--- config.mk ---
export PLATFORM = sky130hd
export DESIGN_NAME = ccx_ctrl
export DESIGN_NICKNAME = d
export VERILOG_FILES = /design/src/ccx_pkg.sv /design/src/ccx_ctrl.sv /design/src/ccx_tx_chan.sv
export VERILOG_INCLUDE_DIRS = /design/src
export SDC_FILE = /design/constraint.sdc
export NUM_CORES = 1
export LEC_CHECK = 0
export BUFFER_PORTS_ARGS = -buffer_cell sky130_fd_sc_hd__buf_4
export CAP_MARGIN = 20
export CORE_MARGIN = 2
export CORE_UTILIZATION = 49
export CTS_CLUSTER_SIZE = 16
export DETAILED_ROUTE_END_ITERATION = 12
export PLACE_DENSITY = 0.73
export SLEW_MARGIN = 20
export SYNTH_ARGS = -nofsm -noshare
export SYNTH_HDL_FRONTEND = slang
export SYNTH_SLANG_ARGS = --single-unit
--- constraint.sdc ---
create_clock -name sys_clk_i -period 5.71 [get_ports sys_clk_i]
set_clock_uncertainty 0.1 [all_clocks]
set_input_delay 0.2855 -clock sys_clk_i [delete_from_list [all_inputs] [get_ports sys_clk_i]]
set_output_delay 0.2855 -clock sys_clk_i [all_outputs]
set_load 0.05 [all_outputs]
--- src/ccx_map.svh ---
// Constants for the channel control and PCM transmit block
`ifndef CCX_MAP_SVH
`define CCX_MAP_SVH
// Register indices on the plain register port
`define CCX_ADDR_W 4
`define CCX_REG_CMD 4'h0
`define CCX_REG_TX_SLOT 4'h1
`define CCX_REG_TX_CFG 4'h2
`define CCX_REG_SAMPLE 4'h3
`define CCX_REG_STATUS 4'h4
`define CCX_REG_LI_DIR 4'h5
`define CCX_REG_MISC 4'h6
// Command codes
`define CCX_CMD_DEACT 8'h01
`define CCX_CMD_SWRST 8'h02
`define CCX_CMD_ACT 8'h05
`define CCX_CMD_MCLK 8'h06
// Field positions
`define CCX_CMD_CH1_BIT 8
`define CCX_CMD_CH2_BIT 9
`define CCX_CFG_EDGE_BIT 0
`define CCX_CFG_DELAY_BIT 1
`define CCX_CFG_PORTB_BIT 2
`define CCX_PWR_FLAG_BIT 7
// Misc register (default-state fields)
`define CCX_MISC_RESET 8'h00
`define CCX_SLOT_BITS 8
`endif

--- src/ccx_pkg.sv ---
// Types for the channel control and PCM transmit block
package ccx_pkg;
	typedef enum logic {CCX_STANDBY, CCX_ACTIVE} ccx_mode_type;
	typedef struct packed {
		logic [6:0] time_slot;
		logic [2:0] clock_slot;
		logic edge_rise;
		logic out_delay;
		logic port_b;
	} ccx_tx_cfg_type;
	typedef struct packed {
		logic data;
		logic data_oe;
		logic strobe_n;
	} ccx_pin_type;
endpackage

--- src/ccx_ctrl.sv ---
// Dual-channel mode control and PCM transmit port
// Functional notes
// - Power-interrupt flag reads 1, cleared by software reset
// - Only activate command enters active mode
// - Software reset and deactivate enter standby, keep settings
// - Any reset restores basic defaults
// - Hardware reset also clears slots, edge; channel 1 to port A, channel 2 to port B
// - Software reset: basic defaults, selected channels only
// - Hardware and power-up reset: full defaults
// - Frame starts at frame sync
// - Seven-bit time slot, 128 slots
// - Three-bit clock slot offset 0 to 7
// - Byte sent MSB first
// - Fractional tail slot may carry junk
// - Selected port drives, its strobe low
// - Edge select picks falling or rising edge
// - Optional data delay in falling mode
// - Strobe follows sync by slot value
// - Command bytes MSB first, own select
//
// The plain strobed port and the register addresses are this design's own decisions.
`timescale 1ns/1ps
`default_nettype none
`include "ccx_map.svh"
module ccx_ctrl
	import ccx_pkg::*;
(
	input wire logic sys_clk_i,
	input wire logic reset_i,
	input wire logic clk_en_i,
	input wire logic power_fail_i,
	input wire logic [3:0] addr_i,
	input wire logic [15:0] wdata_i,
	input wire logic wr_i,
	input wire logic rd_i,
	output logic [15:0] rdata_o,
	input wire logic pcm_clk_i,
	input wire logic frame_sync_i,
	input wire logic [7:0] sample_one_i,
	input wire logic [7:0] sample_two_i,
	output logic pcm_out_port_a_o,
	output logic pcm_out_port_a_oe_o,
	output logic pcm_out_port_b_o,
	output logic pcm_out_port_b_oe_o,
	output logic slot_strobe_a_n_o,
	output logic slot_strobe_b_n_o,
	output logic [1:0] active_o
);
	ccx_mode_type mode [2];
	ccx_tx_cfg_type cfg [2];
	ccx_pin_type pin [2];
	logic [7:0] misc [2];
	logic pwr_flag;
	logic mclk_4m;
	logic [2:0] pclk_sync;
	logic [2:0] fs_sync;
	logic pclk_rise;
	logic pclk_fall;
	logic frame_start;
	logic [1:0] sel;
	logic cmd_wr;

	// Two-stage synchronisers; third stage for clock edge detection and as the frame sync sample
	always_ff @(posedge sys_clk_i) begin
		if (reset_i) begin
			pclk_sync <= 3'h0;
			fs_sync <= 3'h0;
		end else if (clk_en_i) begin
			pclk_sync <= {pclk_sync[1:0], pcm_clk_i};
			fs_sync <= {fs_sync[1:0], frame_sync_i};
		end
	end
	assign pclk_rise = pclk_sync[1] & ~pclk_sync[2];
	assign pclk_fall = ~pclk_sync[1] & pclk_sync[2];
	// Frame sync sampled on a falling PCM clock edge, high marks frame start
	assign frame_start = pclk_fall & fs_sync[2];

	assign cmd_wr = clk_en_i && wr_i && addr_i == `CCX_REG_CMD;
	assign sel = {wdata_i[`CCX_CMD_CH2_BIT], wdata_i[`CCX_CMD_CH1_BIT]};

	// Per-channel mode and settings; commands carry channel select bits
	// because the serial port framing sits outside this block
	for (genvar c = 0; c < 2; c++) begin : g_ch
		always_ff @(posedge sys_clk_i) begin
			if (reset_i) begin
				mode[c] <= CCX_STANDBY;
				misc[c] <= `CCX_MISC_RESET;
				cfg[c] <= '{time_slot: 7'h00, clock_slot: 3'h0, edge_rise: 1'b0,
					out_delay: 1'b1, port_b: (c == 1)};
			end else if (clk_en_i) begin
				if (cmd_wr && sel[c]) begin
					case (wdata_i[7:0])
						`CCX_CMD_ACT: mode[c] <= CCX_ACTIVE;
						`CCX_CMD_DEACT: mode[c] <= CCX_STANDBY;
						`CCX_CMD_SWRST: begin
							mode[c] <= CCX_STANDBY;
							misc[c] <= `CCX_MISC_RESET;
						end
						default: mode[c] <= mode[c];
					endcase
				end
				if (wr_i && sel[c] && addr_i == `CCX_REG_TX_SLOT) begin
					cfg[c].time_slot <= wdata_i[6:0];
					cfg[c].clock_slot <= wdata_i[10:8];
				end
				if (wr_i && sel[c] && addr_i == `CCX_REG_TX_CFG) begin
					cfg[c].edge_rise <= wdata_i[`CCX_CFG_EDGE_BIT];
					cfg[c].out_delay <= wdata_i[`CCX_CFG_DELAY_BIT];
					cfg[c].port_b <= wdata_i[`CCX_CFG_PORTB_BIT];
				end
				if (wr_i && sel[c] && addr_i == `CCX_REG_MISC) begin
					misc[c] <= wdata_i[7:0];
				end
			end
		end
		// Fractional tail simply outputs the next counted bits, hence junk
		ccx_tx_chan u_tx (
			.sys_clk_i(sys_clk_i),
			.reset_i(reset_i),
			.clk_en_i(clk_en_i),
			.frame_start_i(frame_start),
			.pclk_rise_i(pclk_rise),
			.pclk_fall_i(pclk_fall),
			.active_i(mode[c] == CCX_ACTIVE),
			.cfg_i(cfg[c]),
			.sample_i(c == 0 ? sample_one_i : sample_two_i),
			.pin_o(pin[c])
		);
		assign active_o[c] = (mode[c] == CCX_ACTIVE);
	end

	// Clock-rate select is global; defaults to the faster rate
	always_ff @(posedge sys_clk_i) begin
		if (reset_i) begin
			mclk_4m <= 1'b1;
		end else if (clk_en_i && cmd_wr && wdata_i[7:0] == `CCX_CMD_MCLK) begin
			mclk_4m <= wdata_i[12];
		end
	end

	// Power-interrupt flag: supply event wins over a same-cycle clear
	always_ff @(posedge sys_clk_i) begin
		if (reset_i) begin
			pwr_flag <= 1'b1; // Power-up counts as an interruption
		end else if (clk_en_i) begin
			if (power_fail_i) begin
				pwr_flag <= 1'b1;
			end else if (cmd_wr && sel != 2'b00 && wdata_i[7:0] == `CCX_CMD_SWRST) begin
				pwr_flag <= 1'b0;
			end
		end
	end

	// Read data one cycle after the strobe; channel picked by addr bit 3
	always_ff @(posedge sys_clk_i) begin
		if (reset_i) begin
			rdata_o <= 16'h0000;
		end else if (clk_en_i) begin
			rdata_o <= 16'h0000;
			if (rd_i) begin
				case (addr_i[2:0])
					3'h1: rdata_o <= {5'h00, cfg[addr_i[3]].clock_slot, 1'b0,
						cfg[addr_i[3]].time_slot};
					3'h2: rdata_o <= {13'h0000, cfg[addr_i[3]].port_b,
						cfg[addr_i[3]].out_delay, cfg[addr_i[3]].edge_rise};
					3'h4: rdata_o <= {13'h0000, mclk_4m, active_o};
					3'h5: rdata_o <= {8'h00, pwr_flag, 7'h00};
					3'h6: rdata_o <= {8'h00, misc[addr_i[3]]};
					default: rdata_o <= 16'h0000;
				endcase
			end
		end
	end

	// Port steering: each channel goes to its selected port
	always_comb begin
		pcm_out_port_a_o = 1'b0;
		pcm_out_port_a_oe_o = 1'b0;
		pcm_out_port_b_o = 1'b0;
		pcm_out_port_b_oe_o = 1'b0;
		slot_strobe_a_n_o = 1'b1;
		slot_strobe_b_n_o = 1'b1;
		for (int i = 0; i < 2; i++) begin
			if (pin[i].data_oe) begin
				if (cfg[i].port_b) begin
					pcm_out_port_b_o = pin[i].data;
					pcm_out_port_b_oe_o = 1'b1;
					slot_strobe_b_n_o = 1'b0;
				end else begin
					pcm_out_port_a_o = pin[i].data;
					pcm_out_port_a_oe_o = 1'b1;
					slot_strobe_a_n_o = 1'b0;
				end
			end
		end
	end

	a_act_only_cmd: assert property (@(posedge sys_clk_i) disable iff (reset_i)
		!active_o[0] && !(cmd_wr && sel[0] && wdata_i[7:0] == `CCX_CMD_ACT)
		|=> !active_o[0]) else $error("activated without command");
	a_deact_standby: assert property (@(posedge sys_clk_i) disable iff (reset_i)
		cmd_wr && sel[1] && wdata_i[7:0] == `CCX_CMD_DEACT |=> !active_o[1])
		else $error("deactivate ignored");
	a_swrst_scope: assert property (@(posedge sys_clk_i) disable iff (reset_i)
		cmd_wr && sel == 2'b01 && wdata_i[7:0] == `CCX_CMD_SWRST && active_o[1]
		|=> active_o[1]) else $error("reset hit wrong channel");
	a_flag_sets: assert property (@(posedge sys_clk_i) disable iff (reset_i)
		clk_en_i && power_fail_i |=> pwr_flag) else $error("flag lost");
	a_flag_clear: assert property (@(posedge sys_clk_i) disable iff (reset_i)
		cmd_wr && sel != 2'b00 && wdata_i[7:0] == `CCX_CMD_SWRST && !power_fail_i
		|=> !pwr_flag) else $error("flag not cleared");
	a_reset_defaults: assert property (@(posedge sys_clk_i)
		reset_i |=> cfg[1].port_b && !cfg[0].port_b && cfg[0].out_delay && mclk_4m)
		else $error("bad reset defaults");
endmodule
`default_nettype wire

--- src/ccx_tx_chan.sv ---
// One channel's transmit slot sequencer
`timescale 1ns/1ps
`default_nettype none
`include "ccx_map.svh"
module ccx_tx_chan
	import ccx_pkg::*;
(
	input wire logic sys_clk_i,
	input wire logic reset_i,
	input wire logic clk_en_i,
	input wire logic frame_start_i,
	input wire logic pclk_rise_i,
	input wire logic pclk_fall_i,
	input wire logic active_i,
	input wire ccx_tx_cfg_type cfg_i,
	input wire logic [7:0] sample_i,
	output ccx_pin_type pin_o
);
	logic [10:0] bit_count;
	logic [7:0] shift;
	logic in_slot;
	logic [10:0] slot_start;
	logic launch;
	logic dly_data;
	logic [7:0] frame_sample;

	// Slot start in PCM clocks after frame sync
	assign slot_start = {1'b0, cfg_i.time_slot, 3'h0} + {8'h00, cfg_i.clock_slot};
	// Launch edge: falling when edge-select is 0, rising otherwise
	assign launch = cfg_i.edge_rise ? pclk_rise_i : pclk_fall_i;

	// Bit counter restarts at frame sync
	always_ff @(posedge sys_clk_i) begin
		if (reset_i) begin
			bit_count <= 11'h7FF;
		end else if (clk_en_i) begin
			if (frame_start_i) begin
				bit_count <= 11'h000;
			end else if (launch && bit_count != 11'h7FF) begin
				bit_count <= bit_count + 11'h001;
			end
		end
	end

	// Sample latched per frame so a byte never tears mid-slot
	always_ff @(posedge sys_clk_i) begin
		if (reset_i) begin
			frame_sample <= 8'h00;
		end else if (clk_en_i && frame_start_i) begin
			frame_sample <= sample_i;
		end
	end

	// Shift out MSB first inside the slot; fractional tail just keeps counting
	always_ff @(posedge sys_clk_i) begin
		if (reset_i) begin
			in_slot <= 1'b0;
			shift <= 8'h00;
		end else if (clk_en_i && launch) begin
			if (active_i && bit_count == slot_start) begin
				in_slot <= 1'b1;
				shift <= frame_sample;
			end else if (in_slot && bit_count == slot_start + 11'h008) begin
				in_slot <= 1'b0;
			end else begin
				shift <= {shift[6:0], 1'b0};
			end
			if (!active_i) begin
				in_slot <= 1'b0;
			end
		end else if (clk_en_i && !active_i) begin
			in_slot <= 1'b0;
		end
	end

	// Optional extra delay on data, half a PCM clock, falling-edge mode only
	always_ff @(posedge sys_clk_i) begin
		if (reset_i) begin
			dly_data <= 1'b0;
		end else if (clk_en_i && pclk_rise_i) begin
			dly_data <= shift[7];
		end
	end

	// Pin outputs registered
	always_ff @(posedge sys_clk_i) begin
		if (reset_i) begin
			pin_o <= '{data: 1'b0, data_oe: 1'b0, strobe_n: 1'b1};
		end else if (clk_en_i) begin
			pin_o.data_oe <= in_slot;
			pin_o.strobe_n <= ~in_slot;
			pin_o.data <= (cfg_i.out_delay && !cfg_i.edge_rise) ? dly_data : shift[7];
		end
	end

	a_strobe_oe_match: assert property (@(posedge sys_clk_i) disable iff (reset_i)
		pin_o.strobe_n == ~pin_o.data_oe) else $error("strobe and enable disagree");
	a_standby_quiet: assert property (@(posedge sys_clk_i) disable iff (reset_i)
		(!active_i && clk_en_i) [*2] |=> !pin_o.data_oe) else $error("drives in standby");
	a_frame_restart: assert property (@(posedge sys_clk_i) disable iff (reset_i)
		clk_en_i && frame_start_i |=> bit_count == 11'h000) else $error("no frame restart");
endmodule
`default_nettype wire

# After elaboration in Yosys (flattened, before gate mapping)
# Memories as Yosys holds them, arrays and structs flattened.
# Index checks and enable logic that the tools add are counted.
# totals
mem_count	3
in_bits	44
wordCells	258
register_bits	86
output_inout_bits	24
mem_bits_rw	44
# op_classes
reduce_logical	49
bitwise_logic	27
n_mux	132
n_eq_ne	22
add_sub_neg	6
# mem_list
name	depth	word_bits	rd	rd_clocked_by_memory_dff	write_ports	line_no	rtl
cfg	2	13	3	0	2	ccx_ctrl.sv:50	ccx_tx_cfg_type cfg [2];
misc	2	8	1	0	2	ccx_ctrl.sv:52	logic [7:0] misc [2];
mode	2	1	2	0	2	ccx_ctrl.sv:49	ccx_mode_type mode [2];
# op_table
operator	count
1-bit two-way mux	114
8-bit two-way mux	8
11-bit two-way mux	5
11-bit case mux with 5 select lines	1
11-bit == test	4
1-bit logical AND	30
10-bit by 3-bit adder with 11-bit output	2
11-bit by 1-bit adder with 11-bit output (second input constant)	2
11-bit by 4-bit adder with 11-bit output (second input constant)	2
11-bit != test (second input constant)	2
1-bit bitwise OR	22
8-bit by 3-bit == test with 1-bit output (second input constant)	2
7-bit two-way mux	2
2-bit AND reduction	7
2-bit nonzero test	6
3-bit == test (second input constant)	3
8-bit by 1-bit == test with 1-bit output (second input constant)	1
8-bit by 2-bit == test with 1-bit output (second input constant)	1
4-bit != test (second input constant)	2
3-bit two-way mux	2
4-bit by 1-bit == test with 1-bit output (second input constant)	1
4-bit by 2-bit == test with 1-bit output (second input constant)	1
4-bit by 3-bit == test with 1-bit output (second input constant)	1
1-bit logical NOT	4
7 further kinds	11

# Depth between registers and ports, before layout
# Gate-level depths: netlist of the first run.
# depth
word_depth	11
ltp_mapped	9
mapped_depth_nobuf	7

# Cells and area by module
# A second synthesis of the first run with hierarchy kept.
# unflattened
cells_unflattened	710
area_unflattened_um2	6750.2
# by_module_without_submodules
mod	cells_each	seq_area_each_um2	area_each_um2	instances
ccx_ctrl	279	1701.6	3145.5	1
ccx_tx_chan (g_ch[0].u_tx)	230	640.6	1904.3	1
ccx_tx_chan (g_ch[1].u_tx)	201	640.6	1700.4	1

# Worst setup path after synthesis of the first run
# No wires, ideal clock.
# synth_timing
kind	register to register
from	memory cfg[0][6] (netlist bit)
to	register g_ch[0].u_tx.shift[1]
setup_time_ps	79
stages_incl_launch_ff	9
required_time_ps	5531
slack_ps	3360
n_path_buf	2
synth_period_minus_slack_ps	2350
arrival_time_ps	2171
path_cell_list	edfxtp_1 ha_1 buf_4 or4b_1 o311ai_1 o2111ai_4 and2_4 buf_6 a211oi_2
# synth_lines
element	line_no	rtl
from (decl)	ccx_ctrl.sv:50	
to (signal assigned)	ccx_tx_chan.sv:62	shift <= frame_sample;
to (signal assigned)	ccx_tx_chan.sv:66	shift <= {shift[6:0], 1'b0};
to (decl)	ccx_tx_chan.sv:20	logic [7:0] shift;

==> flow_metrics.py, run 1 <==
metrics = {
    "timing": {
        "timing.slew.headroom": 0.255,
        "fin_worst_hold_slack_ns": 0.0176,
        "slew_viol_final": 0,
        "setup_repair_after_global_routing_missed_its_margin": "false",
        "fin_ws_ns": 2.92,
        "final.period_utilization": 0.488,
        "fmax_ghz": 0.359,
        "post-route-min-period_ns": 2.79,
        "finalSetupTns_ns": 0,
        "worst_slew_pin_slew_ns": 1.11,
        "final_setup_vio_count": 0,
        "hold_viol": 0,
    },
    "drt": {
        "route.final.wire_length_mm": 15.6,
        "antenna_violating_nets_post_route": 0,
        "detail_route.iter0.violations": 460,
        "dr.pass1.iters": 5,
        "vias": 5126,
        "routed_via_density": 5.73,
        "drc": 0,
        "m1WireLength_mm": 6.59,
        "detailroute.wirelength.met2_mm": 7.69,
        "wire_per_inst_microns": 17.5,
        "met3_length_microns": 978,
        "routed.top_layer": "met4",
    },
    "critical_path": {
        "crit_path_max_incr_delay_ns": 0.66,
        "ordered_list_of_cells_on_the_worst_path": "ha_1 > inv_1 > o21ai_0 > nor4b_1 > o2111ai_4 > and2_4 > a211oi_2",
        "worst-endpoint-arrival_ns": 3.02,
        "critPathMaxFanout": 9,
        "cp_slowest_cell": "nor4b_1",
        "worst-setup-path-type": "flip-flop to flip-flop",
        "worstSetupEndpointType": "flip-flop",
        "critical_path_required_ns": 5.94,
        "worst_r2r_startpoint": "cfg[0][7]$_SDFFCE_PN0P_",
        "worst-r2r-setup-slack_ns": 2.92,
        "crit-reg2reg-capture": "g_ch[0].u_tx.shift[4]$_SDFFE_PP0P_",
        "worst_case_reg_to_reg_path_depth": 7,
        "startpoint_type": "flip-flop",
    },
    "hold_path": {
        "min_from": "frame_sync_i",
        "min_path_cells": 3,
        "timing.hold.worst_endpoint": "fs_sync[0]$_SDFFE_PP0P_",
        "min_path_type": "input pin to flip-flop",
    },
    "global_route": {
        "antenna_violations_before_repair": 0,
        "grt_max_degree": 64,
        "first_global_vias": 5041,
        "grt.total_usage": 0.232,
        "grt_first_pass_wirelength_mm": 25.2,
        "grt.overflow.total": 0,
    },
    "yosys": {
        "synth_edf_count": 44,
        "postSynthRegisterBits": 125,
        "ys_async_sr_fraction": 0,
        "synth.cell_area_sq_um": 6340,
        "synth_largest_type_area_fraction": 0.256,
        "synthDistinctLibCells": 69,
        "post_synth.cell_area_avg_sq_um": 9.60,
        "synth_seq_area_share": 0.464,
        "synthCells": 660,
        "post_synth_main_area_contributors": "dfxtp_1, edfxtp_1, mux2i_1",
        "yosys_top_cell_by_area": "dfxtp_1",
        "postSynth.topFlopCell": "dfxtp_1",
        "yosysWarnings": 0,
    },
    "power": {
        "power.leakage_uw": 0.00274,
        "irDropWorstVdd_v": 0.000209,
        "pwr_density_cell_nw_per_um2": 298,
        "power_uw": 2230,
    },
    "flow_run": {
        "drv_cap": 0,
    },
    "die": {
        "placement_rows": 41,
        "die_width_microns": 118,
        "core-area_sq_um": 12600,
        "design.die.area_sq_um": 13900,
        "floorplan_die_height_microns": 118,
        "io-pin-count": 68,
        "initial_utilization": 0.502,
    },
    "finish": {
        "drive_above_1_share": 0.158,
        "fin_nets": 757,
        "filler_cell_count": 1089,
        "area_delta_synth_final_pct": 17.9,
        "insertedDiodeCount": 0,
    },
    "clocking": {
        "clkSlewWorstSetupHoldPaths_ns": 0.06,
        "number_of_buffers_added_by_the_clock_tree_synthesis_step": 17,
        "cts_tree": "yes",
        "post_cts_resized": 0,
        "clock_tree.buffer_depth": 2,
        "htreeDepth": 4,
        "root_buffer": "clkbuf_16",
        "worstSkewPairLatency_ns": 0.42,
        "clkSinkCount": 125,
    },
    "place": {
        "hpwl_mm": 10.8,
        "pre_cts_ws_ns": 2.48,
        "finalWeightedCongestion": 0.826,
        "portBuffers": 58,
    },
    "run_status": {
        "run_status": "finished clean",
    },
}
[metal layers]
metal,global-route usage,vias to the layer above
met5,0,-
met4,0.106,0
met3,0.0644,36
met2,0.380,175
met1,0.284,2446
li1,-,2469
[worst max-delay path by stage]
stage	from	end	slack, ns
3_3_place_gp	reset_i	misc[0][7]$_SDFFCE_PN0P_	2.55
2_1_floorplan	cfg[0][6]$_SDFFCE_PN0P_	g_ch[0].u_tx.shift[1]$_SDFFE_PP0P_	3.36
3_5_place_dp	reset_i	misc[0][5]$_SDFFCE_PN0P_	2.48
4_1_cts	reset_i	misc[0][0]$_SDFFCE_PN0P_	2.91
6_report	cfg[0][7]$_SDFFCE_PN0P_	g_ch[0].u_tx.shift[4]$_SDFFE_PP0P_	2.92
5_1_grt	reset_i	misc[0][0]$_SDFFCE_PN0P_	2.77
[critical path: cells and delay by family (launching register included)]
| kind | cells | cell delay [ns] |
|---|---|---|
| buffers and inverters | 1 | 0.12 |
| AO/OA/AOI/OAI | 3 | 0.63 |
| flip-flops | 1 | 0.53 |
| AND/OR/NAND/NOR | 2 | 0.92 |
| adder cells (fa/ha/maj) | 1 | 0.39 |
[power breakdown]
part	leakage, uW	total, uW	internal [uW]	switching, uW
Sequential	0.00108	970	946	24.2
Clock	0.000289	1110	714	392
Combinational	0.00138	150	59.0	90.6
Total	0.00274	2230	1720	507
[state kept, by name, summed over array words and instances (netlist names)]
signal and flops:
pwr_flag 1, mode 2, rdata_o 11, g_ch.u_tx.pin_o 4
g_ch.u_tx.dly_data 2, g_ch.u_tx.frame_sample 16, pclk_sync 3, g_ch.u_tx.shift 16
g_ch.u_tx.in_slot 2, cfg 26, fs_sync 3, misc 16
g_ch.u_tx.bit_count 22, mclk_4m 1
[logic make-up (layout without fill, tap and decap cells)]
family,count (synthesis),count (layout),synth area share
simple gates,249,249,0.204
compound gates,142,142,0.153
flops,125,125,0.464
buf+inv,54,112,0.0431
mux,43,43,0.0685
xor+xnor,42,42,0.0581
fa+ha+maj,4,4,0.00790
other cells,1,5,0.000592
[cell usage after synthesis (all sizes together), types with 9 or more instances]
master / number
buf: 19
inv: 13
nor2: 43
mux2i: 40
nand2: 74
nor3: 15
xnor2: 24
clkbuf: 22
a21oi: 41
o21ai: 35
nand3: 23
a211oi: 22
xor2: 18
nand3b: 9
and2: 39
dfxtp: 81
edfxtp: 44
[stage by stage]
stage | instance area, sq um | utilization | cells
3_3_place_gp | 6810 | 0.539 | 857
3_5_place_dp | 6810 | 0.539 | 857
2_1_floorplan | 6350 | - | 664
4_1_cts | 7470 | 0.592 | 894
5_1_grt | 7470 | 0.592 | 894
6_report | 7470 | 0.592 | 894
[cells in the final DEF, fill, tap and decap left out, drive strengths merged, types with 4 or more instances in the layout]
cell type and instances:
a21oi 41, nand3 23, inv 13, a211oi 22, xnor2 24, and4 5
o22ai 4, nand2b 4, nor2b 6, conb 5, clkinvlp 4, edfxtp 44
nand4 6, mux2i 40, nor4 4, a22oi 8, clkinv 5, clkbuf 20
xor2 18, nand3b 9, a221oi 4, buf 62, dlygate4sd3 5, nor3 15
dfxtp 81, ha 4, o211ai 4, nor2 43, nand2 74, o21ai 35
nor3b 4, and2 39, and3 6
[area by class of cell]
| class | instances | area [sq um] | share of cell area |
|---|---|---|---|
| flip-flops and latches | 125 | 2940 | 0.394 |
| well taps | 172 | 215 | 0.0288 |
| multi-input cells | 485 | 3140 | 0.420 |
| clock inverters | 12 | 143 | 0.0191 |
| repair buffers | 67 | 515 | 0.0690 |
| clock buffers | 20 | 467 | 0.0625 |
| inverters | 13 | 48.8 | 0.00653 |
[repair_timing]
item	4_1_cts	5_1_grt
buffers inserted	0	0
setup endpoints to repair	0	0
hold endpoints to repair	5	0
hold buffers	5	0
(Power assumes the default switching activity.)
==> inputs of run 2 (changes only) <==
==> constraint.sdc (replaced) <==
create_clock -name sys_clk_i -period 2.9 [get_ports sys_clk_i]
set_clock_uncertainty 0.1 [all_clocks]
set_input_delay 0.145 -clock sys_clk_i [delete_from_list [all_inputs] [get_ports sys_clk_i]]
set_output_delay 0.145 -clock sys_clk_i [all_outputs]
set_load 0.05 [all_outputs]
==> run 2 against run 1 <==
Critical path type unchanged; die area unchanged; global-route usage increased by 0.28 points; critical endpoint is now g_ch[0].u_tx.shift[2]$_SDFFE_PP0P_; design area grew 4.9%; clock-buffer cell count shrank 3; fmax grew 12%; highest routed layer unchanged; worst setup slack worse by 2.5 ns; flip-flop and latch count unchanged.
==> flow_metrics.py, run 2 (synthesized netlist as in run 1, its figures left out) <==
metrics = {
    "run_status": {
        "run_status": "finished clean",
    },
    "finish": {
        "biggestRegsByFlops": "cfg: 26 flops, g_ch.u_tx.bit_count: 22 flops",
        "area_delta_synth_final_pct": 23.6,
        "stdcell_count": 929,
        "largest_reg_flops": 26,
        "fin_nets": 792,
        "most_flops_register": "cfg",
        "drive_above_1_share": 0.165,
        "layout_commonest_cell": "dfxtp_1",
        "filler_cell_count": 1025,
        "insertedDiodeCount": 0,
        "most-common-layout-cells": "dfxtp_1, nand2_1, buf_4",
    },
    "place": {
        "portBuffers": 58,
        "hpwl_mm": 10.7,
        "finalWeightedCongestion": 0.881,
        "post-place-cells": 866,
    },
    "timing": {
        "fin_worst_hold_slack_ns": 0.0369,
        "timing.slew.headroom": 0.498,
        "final.period_utilization": 0.861,
        "setup_repair_after_global_routing_missed_its_margin": "false",
        "post-route-min-period_ns": 2.50,
        "fmax_ghz": 0.401,
        "worst_slew_pin_slew_ns": 0.748,
        "slew_viol_final": 0,
        "hold_viol": 0,
        "finalSetupTns_ns": 0,
        "final_setup_vio_count": 0,
    },
    "power": {
        "power.switching_fraction": 0.226,
        "seq_power_share": 0.419,
        "power_uw": 4560,
        "pwr_density_cell_nw_per_um2": 582,
        "pwr-share-comb": 0.073,
        "p_int_uw": 3530,
        "power.leakage_uw": 0.00292,
        "irDropWorstVdd_v": 0.000549,
        "share_clk_of_total_power": 0.508,
        "switchingPower_uw": 1030,
    },
    "hold_path": {
        "min_path_type": "input pin to flip-flop",
        "min_path_cells": 3,
        "min_from": "reset_i",
        "timing.hold.worst_endpoint": "mclk_4m$_SDFFE_PP1P_",
    },
    "drt": {
        "dr.pass1.iters": 5,
        "route.final.wire_length_mm": 16.1,
        "vias": 5347,
        "detail_route.iter0.violations": 645,
        "routed_via_density": 5.76,
        "drc": 0,
        "wire_per_inst_microns": 17.3,
        "antenna_violating_nets_post_route": 0,
    },
    "clocking": {
        "htreeDepth": 4,
        "clkSlewWorstSetupHoldPaths_ns": 0.06,
        "cts_tree": "yes",
        "root_buffer": "clkbuf_16",
        "clock_tree.buffer_depth": 2,
        "number_of_buffers_added_by_the_clock_tree_synthesis_step": 17,
        "worstSkewPairLatency_ns": 0.42,
        "clkSinkCount": 125,
    },
    "critical_path": {
        "worst_case_reg_to_reg_path_depth": 6,
        "crit-reg2reg-capture": "g_ch[0].u_tx.shift[2]$_SDFFE_PP0P_",
        "worst-endpoint-arrival_ns": 2.73,
        "critical_path_required_ns": 3.14,
        "startpoint_type": "flip-flop",
        "critPathMaxFanout": 9,
        "worst-setup-path-type": "flip-flop to flip-flop",
        "worst-r2r-setup-slack_ns": 0.40,
        "worst_r2r_startpoint": "cfg[0][7]$_SDFFCE_PN0P_",
        "worstSetupEndpointType": "flip-flop",
    },
    "global_route": {
        "grt.total_usage": 0.235,
        "antenna_violations_before_repair": 0,
        "grt_max_degree": 63,
        "grt_first_pass_wirelength_mm": 25.9,
        "first_global_vias": 5243,
        "grt.overflow.total": 0,
    },
    "die": {
        "die_width_microns": 118,
        "io-pin-count": 68,
        "placement_rows": 41,
        "design.die.area_sq_um": 13900,
        "core-area_sq_um": 12600,
        "initial_utilization": 0.502,
        "floorplan_die_height_microns": 118,
    },
    "flow_run": {
        "drv_cap": 0,
    },
}
run 2: cell types whose count changed in the layout (fill, tap and decap cells not counted), sizes merged:
cell	change
dlygate4sd3	+26
buf	+9
clkbuf	-3
bufinv	+2
clkinv	+2
clkinvlp	-2
inv	+1
run 2: how the worst max path moves through the flow:
stage	end	depth (start not counted)	slack (ns)	startpoint
5_1_grt	g_ch[0].u_tx.shift[4]$_SDFFE_PP0P_	8	0.24	cfg[0][7]$_SDFFCE_PN0P_
3_5_place_dp	g_ch[0].u_tx.shift[2]$_SDFFE_PP0P_	6	0.48	cfg[0][7]$_SDFFCE_PN0P_
4_1_cts	g_ch[0].u_tx.shift[2]$_SDFFE_PP0P_	6	0.44	cfg[0][7]$_SDFFCE_PN0P_
6_report	g_ch[0].u_tx.shift[2]$_SDFFE_PP0P_	6	0.40	cfg[0][7]$_SDFFCE_PN0P_
3_3_place_gp	g_ch[0].u_tx.shift[6]$_SDFFE_PP0P_	6	0.50	cfg[0][7]$_SDFFCE_PN0P_
2_1_floorplan	g_ch[0].u_tx.shift[1]$_SDFFE_PP0P_	8	0.55	cfg[0][6]$_SDFFCE_PN0P_
run 2: what timing repair did:
action	in CTS	in global routing
resized for setup	0	0
endpoints found under the hold margin	50	0
buffers inserted	0	0
hold buffers	31	0
run 2: layout make-up:
type	count	area, sq um	share of cell area
tap	172	215	0.0275
clock buffer	17	425	0.0543
multi-input combinational	485	3140	0.400
inverter	13	48.8	0.00623
sequential	125	2940	0.376
timing repair buffer	102	843	0.108
clock inverter	15	220	0.0281
run 2: worst max-delay path: stages (launching register included):
cell and delay [ns]:
edfxtp_1 0.52, ha_1 0.33, or4b_1 0.54, o311ai_1 0.19
o2111ai_4 0.29, and2_4 0.26, a211oi_2 0.18
run 2: routing by layer:
layer	routed length, microns	track usage	vias to the layer above
met5	0	0	-
met4	288	0.0798	0
met3	1020	0.0470	31
met2	7990	0.399	202
met1	6770	0.298	2574
li1	-	-	2540
run 2: power by group through the flow:
stage / combinational [uW] / sequential [uW] / clock, uW
3_3_place_gp: 287 / 1940 / 0
6_report: 335 / 1910 / 2320
3_5_place_dp: 295 / 1940 / 0
4_1_cts: 331 / 1910 / 2340
5_1_grt: 362 / 1910 / 2430
2_1_floorplan: 196 / 1930 / 0
run 2: through the flow:
step	utilization	setup slack, ns	cell area (sq um)
final	0.621	0.404	7830
after global routing	0.621	0.237	7830
after CTS	0.621	0.436	7830
after detailed placement	0.545	0.477	6880
after global placement	0.545	0.503	6880
after floorplan	-	0.550	6350
==> inputs of run 3 (changes only) <==
--- a/config.mk
+++ b/config.mk
@@ -12,7 +12,7 @@
 export CORE_UTILIZATION = 49
 export CTS_CLUSTER_SIZE = 16
 export DETAILED_ROUTE_END_ITERATION = 12
-export PLACE_DENSITY = 0.73
+export PLACE_DENSITY = 0.71
 export SLEW_MARGIN = 20
 export SYNTH_ARGS = -nofsm -noshare
 export SYNTH_HDL_FRONTEND = slang
==> run 3 against run 2 <==
Sequential share of layout area about the same; critical path depth is the same; die area unchanged; clock-buffer cell count grew 2; worst setup slack worse by 0.047 ns; routed wire length decreased by 0.19%; worst hold slack better by 0.020 ns; fmax fell by 1.9%.
==> flow_metrics.py, run 3 (synthesized netlist as in run 1, its figures left out) <==
metrics = {
    "run_status": {
        "run_status": "finished clean",
    },
    "critical_path": {
        "critPathMaxFanout": 9,
        "worst-setup-path-type": "flip-flop to flip-flop",
        "startpoint_type": "flip-flop",
        "worst-r2r-setup-slack_ns": 0.36,
        "worst-endpoint-arrival_ns": 2.78,
        "worstSetupEndpointType": "flip-flop",
        "critical_path_required_ns": 3.14,
    },
    "drt": {
        "routed_via_density": 5.67,
        "vias": 5292,
        "route.final.wire_length_mm": 16.0,
        "drc": 0,
        "detail_route.iter0.violations": 400,
        "dr.pass1.iters": 5,
        "wire_per_inst_microns": 17.2,
        "antenna_violating_nets_post_route": 0,
    },
    "clocking": {
        "root_buffer": "clkbuf_16",
        "htreeDepth": 4,
        "clkSlewWorstSetupHoldPaths_ns": 0.06,
        "number_of_buffers_added_by_the_clock_tree_synthesis_step": 17,
        "clock_tree.buffer_depth": 2,
        "worstSkewPairLatency_ns": 0.43,
        "post_cts_resized": 0,
        "cts_tree": "yes",
        "clkSinkCount": 125,
    },
    "die": {
        "die_width_microns": 118,
        "initial_utilization": 0.502,
        "floorplan_die_height_microns": 118,
        "core-area_sq_um": 12600,
        "placement_rows": 41,
        "design.die.area_sq_um": 13900,
        "io-pin-count": 68,
    },
    "place": {
        "hpwl_mm": 10.9,
        "postPlaceCellArea_sq_um": 6900,
        "finalWeightedCongestion": 0.895,
        "portBuffers": 58,
    },
    "timing": {
        "final.period_utilization": 0.877,
        "finalSetupTns_ns": 0,
        "post-route-min-period_ns": 2.54,
        "final_setup_vio_count": 0,
        "setup_repair_after_global_routing_missed_its_margin": "false",
        "timing.slew.headroom": 0.527,
        "worst_slew_pin_slew_ns": 0.710,
        "slew_viol_final": 0,
        "fmax_ghz": 0.393,
        "hold_viol": 0,
    },
    "finish": {
        "fin_nets": 796,
        "most_flops_register": "cfg",
        "drive_above_1_share": 0.166,
        "biggestRegsByFlops": "cfg: 26 flops, g_ch.u_tx.bit_count: 22 flops",
        "most-common-layout-cells": "dfxtp_1, nand2_1, buf_4",
        "area_delta_synth_final_pct": 23.5,
        "layout_commonest_cell": "dfxtp_1",
        "filler_cell_count": 1066,
        "insertedDiodeCount": 0,
        "largest_reg_flops": 26,
        "finalCoreUtilization": 0.620,
        "finish.instance_area_sq_um": 7820,
    },
    "power": {
        "power.switching_fraction": 0.226,
        "switchingPower_uw": 1000,
        "seq_power_share": 0.430,
        "power.leakage_uw": 0.00292,
        "pwr-share-comb": 0.076,
        "share_clk_of_total_power": 0.494,
        "pwr_density_cell_nw_per_um2": 567,
        "p_int_uw": 3430,
        "irDropWorstVdd_v": 0.000420,
    },
    "hold_path": {
        "min_path_type": "input pin to flip-flop",
    },
    "global_route": {
        "grt_first_pass_wirelength_mm": 26.2,
        "grt.total_usage": 0.238,
        "antenna_violations_before_repair": 0,
        "grt_max_degree": 63,
        "first_global_vias": 5330,
        "grt.overflow.total": 0,
    },
    "flow_run": {
        "drv_cap": 0,
    },
}
-- run 3: cell count changes in the layout (fill, tap and decap cells not counted) --
cell,change
buf_4,+3
dlygate4sd3_1,+1
clkbuf_1,+2
clkinv_4,-3
clkinv_2,+2
clkinvlp_4,+1
bufinv_16,-1
inv_6,-1
-- run 3: power by group through the flow --
stage          combinational (uW)  sequential, uW  clock (uW)
2_1_floorplan                 196            1930           0
6_report                      335            1910        2190
3_5_place_dp                  298            1940           0
3_3_place_gp                  290            1940           0
4_1_cts                       332            1910        2220
5_1_grt                       362            1910        2280
-- run 3: cell type report --
type	instances	area (sq um)	area share
Inverter	13	48.8	0.00624
Clock buffer	19	433	0.0553
Clock inverter	13	173	0.0221
Sequential cell	125	2940	0.376
Tap cell	172	215	0.0275
Multi-Input combinational cell	485	3140	0.401
Timing Repair Buffer	106	876	0.112
-- run 3: per-layer routing --
metal,vias to the layer above,track usage,wire (microns)
met5,-,0,0
met4,0,0.105,451
met3,48,0.0581,896
met2,183,0.403,7820
met1,2522,0.288,6870
li1,2539,-,-
-- run 3: final timing paths --
kind                                              start                                 end  depth (start not counted)
worst min register to register  rdata_o[8]$_SDFFE_PP0P_             rdata_o[8]$_SDFFE_PP0P_                          2
worst max-delay path            cfg[0][7]$_SDFFCE_PN0P_  g_ch[0].u_tx.shift[5]$_SDFFE_PP0P_                          6
worst max register to register  cfg[0][7]$_SDFFCE_PN0P_  g_ch[0].u_tx.shift[5]$_SDFFE_PP0P_                          6
worst min-delay path                         wdata_i[0]               mode[0]$_SDFFCE_PP0P_                          3
-- run 3: through the flow --
step	setup slack [ns]	cells	hold WS, ns	power (uW)
finish	0.357	933	0.0570	4440
global route	0.140	933	0.0738	4550
CTS	0.372	933	0.0433	4450
detailed placement	0.419	869	0.270	2240
global placement	0.502	869	0.269	2230
floorplan	0.550	664	0.173	2130
-- run 3: what timing repair did --
item | 4_1_cts | 5_1_grt
hold buffers | 32 | 0
endpoints found under the setup margin | 0 | 0
buffers inserted | 0 | 0
endpoints found under the hold margin | 53 | 0
-- run 3: worst max-delay path, cell delays in order (launching register included) --
cell,delay (ns)
edfxtp_1,0.53
ha_1,0.34
or4b_1,0.55
o311ai_1,0.19
o2111ai_4,0.29
and2_4,0.26
a211oi_2,0.18
